`config.mk`:
```
export PLATFORM = sky130hd
export DESIGN_NAME = dsr_status_bank
export DESIGN_NICKNAME = d
export VERILOG_FILES = /design/src/hdl/dsr_pkg.sv /design/src/hdl/dsr_stat_if.sv /design/src/hdl/dsr_stat_capture.sv /design/src/hdl/dsr_status_bank.sv
export SDC_FILE = /design/constraint.sdc
export NUM_CORES = 1
export LEC_CHECK = 0
export ABC_AREA = 1
export BUFFER_PORTS_ARGS = -buffer_cell sky130_fd_sc_hd__buf_2
export CORE_MARGIN = 2
export CORE_UTILIZATION = 43
export CTS_BUF_LIST = sky130_fd_sc_hd__clkbuf_4 sky130_fd_sc_hd__clkbuf_8
export CTS_CLUSTER_SIZE = 30
export DETAILED_ROUTE_END_ITERATION = 8
export PLACE_DENSITY_LB_ADDON = 0.12
export SLEW_MARGIN = 0
export SYNTH_ARGS = -nofsm -noshare
export SYNTH_HDL_FRONTEND = slang
export SYNTH_SLANG_ARGS = --single-unit
```
`constraint.sdc`:
```
create_clock -name aclk -period 1.15 [get_ports aclk]
set_input_delay 0.1725 -clock aclk [delete_from_list [all_inputs] [get_ports aclk]]
set_output_delay 0.1725 -clock aclk [all_outputs]
set_load 0.01 [all_outputs]
```
`src/hdl/dsr_pkg.sv`:
```
// package: register map, field layout and fixed values of the deserializer status and identity bank
package dsr_pkg;

   // bus geometry
   localparam int          DSR_ADDR_W       = 8;
   localparam int          DSR_DATA_W       = 32;
   localparam int          DSR_IDX_W        = 6;
   localparam int          DSR_IDX_LSB      = 2;
   localparam int          DSR_REG_W        = 8;

   // register indices (byte address is four times the index)
   localparam logic [5:0]  DSR_IDX_LINE     = 6'h14;
   localparam logic [5:0]  DSR_IDX_RSV_A    = 6'h15;
   localparam logic [5:0]  DSR_IDX_RSV_B    = 6'h16;
   localparam logic [5:0]  DSR_IDX_RSV_C    = 6'h17;
   localparam logic [5:0]  DSR_IDX_RSV_D    = 6'h18;
   localparam logic [5:0]  DSR_IDX_RSV_E    = 6'h19;
   localparam logic [5:0]  DSR_IDX_RSV_F    = 6'h1A;
   localparam logic [5:0]  DSR_IDX_RSV_G    = 6'h1B;
   localparam logic [5:0]  DSR_IDX_RSV_H    = 6'h1C;
   localparam logic [5:0]  DSR_IDX_PINS     = 6'h1D;
   localparam logic [5:0]  DSR_IDX_ID       = 6'h1E;
   localparam logic [5:0]  DSR_IDX_CAPREV   = 6'h1F;
   localparam logic [5:0]  DSR_IDX_CTRL     = 6'h20;

   // fixed reserved patterns
   localparam logic [7:0]  DSR_RSV_A_VAL    = 8'h20;
   localparam logic [7:0]  DSR_RSV_B_VAL    = 8'h30;
   localparam logic [7:0]  DSR_RSV_C_VAL    = 8'h54;
   localparam logic [7:0]  DSR_RSV_D_VAL    = 8'h30;
   localparam logic [7:0]  DSR_RSV_E_VAL    = 8'hC8;
   localparam logic [7:0]  DSR_RSV_ZERO     = 8'h00;

   // line status register fields
   localparam int          DSR_PASS_BIT     = 7;
   localparam int          DSR_NEG_LSB      = 2;
   localparam int          DSR_POS_LSB      = 0;

   // cable wire state codes
   localparam logic [1:0]  DSR_WIRE_SHORT_SUPPLY = 2'h0;
   localparam logic [1:0]  DSR_WIRE_SHORT_GND    = 2'h1;
   localparam logic [1:0]  DSR_WIRE_NORMAL       = 2'h2;
   localparam logic [1:0]  DSR_WIRE_OPEN         = 2'h3;

   // pin mirror register: four pin bits in the upper nibble
   localparam int          DSR_PINS_LSB     = 4;

   // capability / revision register fields
   localparam int          DSR_CAP_BIT      = 4;
   localparam int          DSR_REV_LSB      = 0;

   // control register fields
   localparam int          DSR_CTRL_RUN_BIT = 0;

   // axi responses
   localparam logic [1:0]  DSR_RESP_OKAY    = 2'h0;
   localparam logic [1:0]  DSR_RESP_DECERR  = 2'h3;

   // reset values
   localparam logic [31:0] DSR_WORD_ZERO    = 32'h0000_0000;
   localparam logic [7:0]  DSR_ADDR_ZERO    = 8'h00;
   localparam logic [3:0]  DSR_STRB_ZERO    = 4'h0;
   localparam logic [3:0]  DSR_PINS_ZERO    = 4'h0;

endpackage

```
`src/hdl/dsr_stat_if.sv`:
```
// interface: status snapshot and test control between the bank and its capture logic
`timescale 1ns/1ps
interface dsr_stat_if;
   logic       pass_flag;
   logic [1:0] neg_code;
   logic [1:0] pos_code;
   logic [3:0] pin_levels;
   logic       test_run;
   logic       test_start;

   modport cap  (output pass_flag, output neg_code, output pos_code, output pin_levels,
                 input test_run, input test_start);
   modport bank (input pass_flag, input neg_code, input pos_code, input pin_levels,
                 output test_run, output test_start);
endinterface

```
`src/hdl/dsr_stat_capture.sv`:
```
// module: captures test result, wire fault codes and mode pin levels into flip-flops
`timescale 1ns/1ps
module dsr_stat_capture
   import dsr_pkg::*;
(
   input  logic       aclk,
   input  logic       aresetn,
   input  logic       seq_test_done,
   input  logic       seq_test_ok,
   input  logic [1:0] neg_wire_fault_in,
   input  logic [1:0] pos_wire_fault_in,
   input  logic       cable_type_pin_level,
   input  logic       coax_select_state,
   input  logic       control_port_select_level,
   input  logic       local_ctrl_channel_enable_level,
   dsr_stat_if.cap    stat
);

   logic       pass_reg;
   logic       pass_next;
   logic [1:0] neg_reg;
   logic [1:0] pos_reg;
   logic [3:0] pins_reg;
   wire        pass_set;
   wire        pass_clr;

   // only a completed and successful run sets the flag; a new start or a failed run clears it
   assign pass_set  = stat.test_run & seq_test_done & seq_test_ok;
   assign pass_clr  = stat.test_start | (seq_test_done & ~seq_test_ok);
   // set wins so a pass landing with a restart is not lost
   assign pass_next = pass_set | (pass_reg & ~pass_clr);

   always_ff @(posedge aclk) begin
      if (!aresetn) begin
         pass_reg <= 1'b0;
         neg_reg  <= DSR_WIRE_NORMAL;
         pos_reg  <= DSR_WIRE_NORMAL;
         pins_reg <= DSR_PINS_ZERO;
      end else begin
         pass_reg <= pass_next;
         neg_reg  <= neg_wire_fault_in;
         pos_reg  <= pos_wire_fault_in;
         pins_reg <= {cable_type_pin_level, coax_select_state,
                      control_port_select_level, local_ctrl_channel_enable_level};
      end
   end

   assign stat.pass_flag  = pass_reg;
   assign stat.neg_code   = neg_reg;
   assign stat.pos_code   = pos_reg;
   assign stat.pin_levels = pins_reg;

endmodule

```
`src/hdl/dsr_status_bank.sv`:
```
// module: axi4-lite register bank for line status, pin mirror, reserved and identity registers
//
// Added by the designer: the AXI4-Lite interface to the registers.
`timescale 1ns/1ps
module dsr_status_bank
   import dsr_pkg::*;
#(
   parameter logic [7:0] DEVICE_ID      = 8'h5A,   // arbitrary neutral value
   parameter logic [3:0] DEVICE_REV     = 4'h1,    // arbitrary neutral value
   parameter logic       PROTECT_CAPABLE = 1'b0
)
(
   input  logic        aclk,
   input  logic        aresetn,
   input  logic [7:0]  s_axil_awaddr,
   input  logic [2:0]  s_axil_awprot,
   input  logic        s_axil_awvalid,
   output logic        s_axil_awready,
   input  logic [31:0] s_axil_wdata,
   input  logic [3:0]  s_axil_wstrb,
   input  logic        s_axil_wvalid,
   output logic        s_axil_wready,
   output logic [1:0]  s_axil_bresp,
   output logic        s_axil_bvalid,
   input  logic        s_axil_bready,
   input  logic [7:0]  s_axil_araddr,
   input  logic [2:0]  s_axil_arprot,
   input  logic        s_axil_arvalid,
   output logic        s_axil_arready,
   output logic [31:0] s_axil_rdata,
   output logic [1:0]  s_axil_rresp,
   output logic        s_axil_rvalid,
   input  logic        s_axil_rready,
   input  logic        seq_test_done,
   input  logic        seq_test_ok,
   input  logic [1:0]  neg_wire_fault_in,
   input  logic [1:0]  pos_wire_fault_in,
   input  logic        cable_type_pin_level,
   input  logic        coax_select_state,
   input  logic        control_port_select_level,
   input  logic        local_ctrl_channel_enable_level,
   output logic        seq_test_run
);

   // ------------------------------------------------------------------
   // register index helpers
   // ------------------------------------------------------------------

   function automatic logic [5:0] idx_of(input logic [7:0] addr);
      idx_of = addr[DSR_ADDR_W-1:DSR_IDX_LSB];
   endfunction

   function automatic logic idx_mapped(input logic [5:0] idx);
      idx_mapped = (idx >= DSR_IDX_LINE) && (idx <= DSR_IDX_CTRL);
   endfunction

   // ------------------------------------------------------------------
   // field placement: each field sits at its named position, every other bit reads zero
   // ------------------------------------------------------------------

   function automatic logic [7:0] place_line(input logic       pass,
                                             input logic [1:0] neg,
                                             input logic [1:0] pos);
      logic [7:0] b;
      b = DSR_RSV_ZERO;
      b = b | (DSR_REG_W'(pass) << DSR_PASS_BIT);
      b = b | (DSR_REG_W'(neg) << DSR_NEG_LSB);
      b = b | (DSR_REG_W'(pos) << DSR_POS_LSB);
      place_line = b;
   endfunction

   function automatic logic [7:0] place_pins(input logic [3:0] levels);
      place_pins = DSR_REG_W'(levels) << DSR_PINS_LSB;
   endfunction

   function automatic logic [7:0] place_caprev(input logic       cap,
                                               input logic [3:0] rev);
      logic [7:0] b;
      b = DSR_RSV_ZERO;
      b = b | (DSR_REG_W'(cap) << DSR_CAP_BIT);
      b = b | (DSR_REG_W'(rev) << DSR_REV_LSB);
      place_caprev = b;
   endfunction

   function automatic logic [7:0] place_ctrl(input logic run);
      place_ctrl = DSR_REG_W'(run) << DSR_CTRL_RUN_BIT;
   endfunction

   // registers are one byte wide; the upper bus lanes always read zero
   function automatic logic [31:0] to_word(input logic [7:0] b);
      to_word = DSR_DATA_W'(b);
   endfunction

   // ------------------------------------------------------------------
   // state
   // ------------------------------------------------------------------

   dsr_stat_if stat ();

   // byte lane of the control word that carries the run bit
   localparam int CTRL_LANE = DSR_CTRL_RUN_BIT / DSR_REG_W;

   logic        awready_reg;
   logic        wready_reg;
   logic        bvalid_reg;
   logic [1:0]  bresp_reg;
   logic        arready_reg;
   logic        rvalid_reg;
   logic [1:0]  rresp_reg;
   logic [31:0] rdata_reg;

   logic        aw_held_reg;
   logic [7:0]  aw_addr_reg;
   logic        w_held_reg;
   logic [31:0] w_data_reg;
   logic [3:0]  w_strb_reg;

   logic        run_reg;
   logic        start_reg;

   wire         aw_take;
   wire         w_take;
   wire         wr_fire;
   wire         b_done;
   wire         ar_take;
   wire         r_done;
   wire  [5:0]  wr_idx;
   wire  [5:0]  rd_idx;
   wire         wr_hit;
   wire         rd_hit;
   wire         wr_ctrl;
   wire         run_next;
   wire  [7:0]  line_byte;
   wire  [7:0]  pins_byte;
   wire  [7:0]  caprev_byte;
   wire  [7:0]  ctrl_byte;
   logic [7:0]  rd_byte;

   // ------------------------------------------------------------------
   // handshake decode
   // ------------------------------------------------------------------

   assign aw_take  = s_axil_awvalid & awready_reg;
   assign w_take   = s_axil_wvalid  & wready_reg;
   // write proceeds once both halves are held and no response is outstanding
   assign wr_fire  = aw_held_reg & w_held_reg & ~bvalid_reg;
   assign b_done   = bvalid_reg & s_axil_bready;
   assign ar_take  = s_axil_arvalid & arready_reg;
   assign r_done   = rvalid_reg & s_axil_rready;

   assign wr_idx   = idx_of(aw_addr_reg);
   assign rd_idx   = idx_of(s_axil_araddr);
   assign wr_hit   = idx_mapped(wr_idx);
   assign rd_hit   = idx_mapped(rd_idx);

   // only the control register accepts data; every other mapped index drops it
   assign wr_ctrl  = wr_fire & (wr_idx == DSR_IDX_CTRL) & w_strb_reg[CTRL_LANE];
   assign run_next = wr_ctrl ? w_data_reg[DSR_CTRL_RUN_BIT] : run_reg;

   // ------------------------------------------------------------------
   // read data assembly
   // ------------------------------------------------------------------

   assign line_byte   = place_line(stat.pass_flag,
                                   stat.neg_code,
                                   stat.pos_code);
   assign pins_byte   = place_pins(stat.pin_levels);
   assign caprev_byte = place_caprev(PROTECT_CAPABLE, DEVICE_REV);
   assign ctrl_byte   = place_ctrl(run_reg);

   always_comb begin
      case (rd_idx)
         DSR_IDX_LINE:   rd_byte = line_byte;
         DSR_IDX_RSV_A:  rd_byte = DSR_RSV_A_VAL;
         DSR_IDX_RSV_B:  rd_byte = DSR_RSV_B_VAL;
         DSR_IDX_RSV_C:  rd_byte = DSR_RSV_C_VAL;
         DSR_IDX_RSV_D:  rd_byte = DSR_RSV_D_VAL;
         DSR_IDX_RSV_E:  rd_byte = DSR_RSV_E_VAL;
         DSR_IDX_RSV_F,
         DSR_IDX_RSV_G,
         DSR_IDX_RSV_H:  rd_byte = DSR_RSV_ZERO;
         DSR_IDX_PINS:   rd_byte = pins_byte;
         DSR_IDX_ID:     rd_byte = DEVICE_ID;
         DSR_IDX_CAPREV: rd_byte = caprev_byte;
         DSR_IDX_CTRL:   rd_byte = ctrl_byte;
         default:        rd_byte = DSR_RSV_ZERO;
      endcase
   end

   // ------------------------------------------------------------------
   // write channel: address and data are taken in either order
   // ------------------------------------------------------------------

   always_ff @(posedge aclk) begin
      if (!aresetn) begin
         awready_reg <= 1'b1;
         aw_held_reg <= 1'b0;
         aw_addr_reg <= DSR_ADDR_ZERO;
      end else if (aw_take) begin
         awready_reg <= 1'b0;
         aw_held_reg <= 1'b1;
         aw_addr_reg <= s_axil_awaddr;
      end else if (wr_fire) begin
         aw_held_reg <= 1'b0;
      end else if (b_done) begin
         awready_reg <= 1'b1;
      end
   end

   always_ff @(posedge aclk) begin
      if (!aresetn) begin
         wready_reg <= 1'b1;
         w_held_reg <= 1'b0;
         w_data_reg <= DSR_WORD_ZERO;
         w_strb_reg <= DSR_STRB_ZERO;
      end else if (w_take) begin
         wready_reg <= 1'b0;
         w_held_reg <= 1'b1;
         w_data_reg <= s_axil_wdata;
         w_strb_reg <= s_axil_wstrb;
      end else if (wr_fire) begin
         w_held_reg <= 1'b0;
      end else if (b_done) begin
         wready_reg <= 1'b1;
      end
   end

   // readies re-arm only after the response, so one write at most is in flight
   always_ff @(posedge aclk) begin
      if (!aresetn) begin
         bvalid_reg <= 1'b0;
         bresp_reg  <= DSR_RESP_OKAY;
      end else if (wr_fire) begin
         bvalid_reg <= 1'b1;
         bresp_reg  <= wr_hit ? DSR_RESP_OKAY : DSR_RESP_DECERR;
      end else if (b_done) begin
         bvalid_reg <= 1'b0;
      end
   end

   // ------------------------------------------------------------------
   // read channel: data is sampled at the address edge, so reads are side-effect free
   // ------------------------------------------------------------------

   always_ff @(posedge aclk) begin
      if (!aresetn) begin
         arready_reg <= 1'b1;
         rvalid_reg  <= 1'b0;
         rresp_reg   <= DSR_RESP_OKAY;
         rdata_reg   <= DSR_WORD_ZERO;
      end else if (ar_take) begin
         arready_reg <= 1'b0;
         rvalid_reg  <= 1'b1;
         rresp_reg   <= rd_hit ? DSR_RESP_OKAY : DSR_RESP_DECERR;
         rdata_reg   <= rd_hit ? to_word(rd_byte) : DSR_WORD_ZERO;
      end else if (r_done) begin
         arready_reg <= 1'b1;
         rvalid_reg  <= 1'b0;
      end
   end

   // ------------------------------------------------------------------
   // test control: a 0 to 1 write of the run bit marks a fresh test
   // ------------------------------------------------------------------

   always_ff @(posedge aclk) begin
      if (!aresetn) begin
         run_reg   <= 1'b0;
         start_reg <= 1'b0;
      end else begin
         run_reg   <= run_next;
         start_reg <= run_next & ~run_reg;
      end
   end

   assign stat.test_run   = run_reg;
   assign stat.test_start = start_reg;

   dsr_stat_capture u_capture (
      .aclk                            (aclk),
      .aresetn                         (aresetn),
      .seq_test_done                   (seq_test_done),
      .seq_test_ok                     (seq_test_ok),
      .neg_wire_fault_in               (neg_wire_fault_in),
      .pos_wire_fault_in               (pos_wire_fault_in),
      .cable_type_pin_level            (cable_type_pin_level),
      .coax_select_state               (coax_select_state),
      .control_port_select_level       (control_port_select_level),
      .local_ctrl_channel_enable_level (local_ctrl_channel_enable_level),
      .stat                            (stat)
   );

   // ------------------------------------------------------------------
   // outputs
   // ------------------------------------------------------------------

   assign s_axil_awready = awready_reg;
   assign s_axil_wready  = wready_reg;
   assign s_axil_bvalid  = bvalid_reg;
   assign s_axil_bresp   = bresp_reg;
   assign s_axil_arready = arready_reg;
   assign s_axil_rvalid  = rvalid_reg;
   assign s_axil_rresp   = rresp_reg;
   assign s_axil_rdata   = rdata_reg;
   assign seq_test_run   = run_reg;

endmodule

```
==> results.json <==
{
  "max_freq_ghz": 0.8869,
  "worst_slack_ps": 22.44,
  "rows": 22,
  "cts_htree_levels": 2,
  "syn2layout_area_growth_pct": 21.22,
  "fp.dieArea_um2": 4526,
  "stdcell_area_um2": 2087,
  "seq_power_share_pct": 46.1,
  "synth_top_area_cell": "dfxtp_1",
  "status": "complete, no violations",
  "drtAntennaViolNets": 0,
  "switching_power_mw": 0.7175,
  "ctsHoldBuffers": 0,
  "vdd.ir_drop.worst_mv": 0.9965,
  "grt.total_usage_pct": 16.01,
  "grt_pass1_vias": 1253,
  "p_leak_nw": 1.075,
  "swShare_pct": 24.28,
  "wl_per_cell_um": 9.707,
  "cts_made_buffers": 5,
  "fin_tns_setup_ps": 0,
  "start_kind": "register",
  "cts_buffer_depth": 2,
  "drive_gt1_share_pct": 31.38,
  "cp.arrival_ps": 1310,
  "setup_violations": 0,
  "cts_sinks": 36,
  "place_area_um2": 1934,
  "clkPwrFrac_pct": 40.8,
  "power_density_nw_per_um2": 1416,
  "antenna_found_initial": 0,
  "via_per_inst": 4.299,
  "worstPathCellList": "nor3_2 -> nand3_1 -> nor3_2 -> nand2_1 -> nand2_1 -> nor2_1",
  "drt_iter0_markers": 68,
  "required_ps": 1340,
  "dr.pass1.iters": 4,
  "worst_hold_path_type": "input port to register",
  "nets": 364,
  "die_width_um": 67.28,
  "numPortBuffers": 48,
  "design.core.area_um2": 3744,
  "grt_max_degree": 18,
  "final_max_slew_viol_count": 0,
  "yosys_warnings": 0,
  "hold_viol": 0,
  "cap_violations": 0,
  "critPathSlowestCell": "dfxtp_2",
  "seq_area_frac_synth_pct": 41.86,
  "clk_pin_slew_ps": 70,
  "synth.lib_cells_used.distinct": 24,
  "clock-root-buffer": "clkbuf_8",
  "grt_first_pass_wirelength_um": 5230,
  "internal-power_mw": 2.237,
  "syn_inst": 234,
  "yosys.area.top_type_share_pct": 41.86,
  "netlist_area_um2": 1722,
  "place.gp.congestion": 0.7175,
  "synth_area_leaders": "dfxtp_1 (42%), nand2_1 (12%), buf_4 (11%), nand3_1 (5.5%), inv_1 (5.0%)",
  "io_pins": 117,
  "fin_util_pct": 55.75,
  "period_share_pct": 98.05,
  "vias": 1453,
  "dp.cells": 328,
  "crit_type": "register to register",
  "critPathMaxStageDelay_ps": 320,
  "wl_um": 3281,
  "avgSynthCellArea_um2": 7.357,
  "largest_reg_flops": 8,
  "critPathTopFamily": "simple AND/OR/NAND/NOR gates",
  "rsz0062_at_grt": "yes",
  "die_h_um": 67.28,
  "finClkSkew_ps": 1.729,
  "endpoint_kind": "register",
  "cts_tree": "yes",
  "initial_core_util_pct": 45.99,
  "nFillCells": 396,
  "post-route-drc-count": 0,
  "overflow": 0,
  "path_max_fanout": 3,
  "register_area_um2": 723.2,
  "diodes": 0,
  "dp_hpwl_um": 2525,
  "fin_crit_ps": 1128,
  "pre_cts_ws_ps": 35.94,
  "multi_input_area_um2": 772.0,
  "cp_num_buf_inv": 0,
  "clk_latency_ps": 280,
  "p_comb_share_pct": 13.1,
  "ys_seq_elements": 36,
  "stdcell_count": 338
}
## per-stage QoR
stage / hold slack, ps / power (mW)
after floorplan: 266.0 / 1.686
after global placement: 355.0 / 1.761
after detailed placement: 357.7 / 1.766
after CTS: 52.08 / 2.982
after global routing: 53.18 / 3.130
final: 64.70 / 2.955
## synthesized netlist by cell type
master and n:
clkinv_1 1, nand3_1 19, nor2_2 2, nand3b_1 1, buf_4 26, a21oi_2 8
nand2_2 1, clkbuf_1 3, conb_1 1, o21ai_0 12, inv_2 5, nor2_4 4
nor3_2 1, o211ai_1 1, buf_2 1, nand4_1 1, a21oi_1 10, dfxtp_1 36
o21a_1 2, nand2_1 56, nor3_1 1, inv_1 23, nor2_1 17, or2_2 2
## tightest hold or removal path, cell delays in order
cell and delay (ps):
buf_2 70, nand2_1 40, inv_1 40
## cells in the final DEF (no fill, tap or decap), drive strengths merged
cell       n
a21oi     18
buf       55
bufinv     1
clkbuf     7
clkinvlp   1
conb      24
dfxtp     36
inv       28
nand2     57
nand3     19
nand3b     1
nand4      1
nor2      23
nor3       2
o211ai     1
o21a       2
o21ai     12
or2        2
## repair_timing
action	in CTS	in global routing
resized for setup	0	5
endpoints found under the setup margin	0	3
buffers inserted	0	2
## per-layer routing
metal	wire length, um	part of all wire [%]	global-route usage, %
met5	0	0	0
met4	40	1.2	6.888
met3	259	7.9	6.833
met2	1599	49	27.72
met1	1381	42	16.92
## power groups by stage
stage	clock network, mW	registers [mW]	logic [mW]
after floorplan	0	1.40	0.289
after global routing	1.32	1.37	0.439
after global placement	0	1.39	0.374
after detailed placement	0	1.39	0.378
final	1.21	1.36	0.387
after CTS	1.24	1.36	0.379
## worst paths after layout
check	startpoint	endpoint	slack, ps	depth (start not counted)
max	aw_addr_reg[3]	seq_test_run	20	6
min	cable_type_pin_level	u_capture.stat.pin_levels[3]	60	3
max reg2reg	aw_addr_reg[3]	seq_test_run	20	6
min reg2reg	w_data_reg[0]	start_reg	460	2
## logic make-up after synthesis
group	synth area share, %
DFF	41.86
and+or+nand+nor	27.54
other	0.2178
buffers and inverters	18.60
AOI/OAI and AO/OA	11.77
## layout make-up
| type | count | share of cell area (%) |
|---|---|---|
| multi-input cells | 162 | 36.99 |
| flip-flops and latches | 36 | 34.65 |
| repair buffers | 55 | 14.03 |
| inverters | 29 | 5.396 |
| clock buffers | 7 | 4.616 |
| well taps | 48 | 2.878 |
| clock inverters | 1 | 1.439 |
Note: power is estimated with default switching activity, not from simulation.
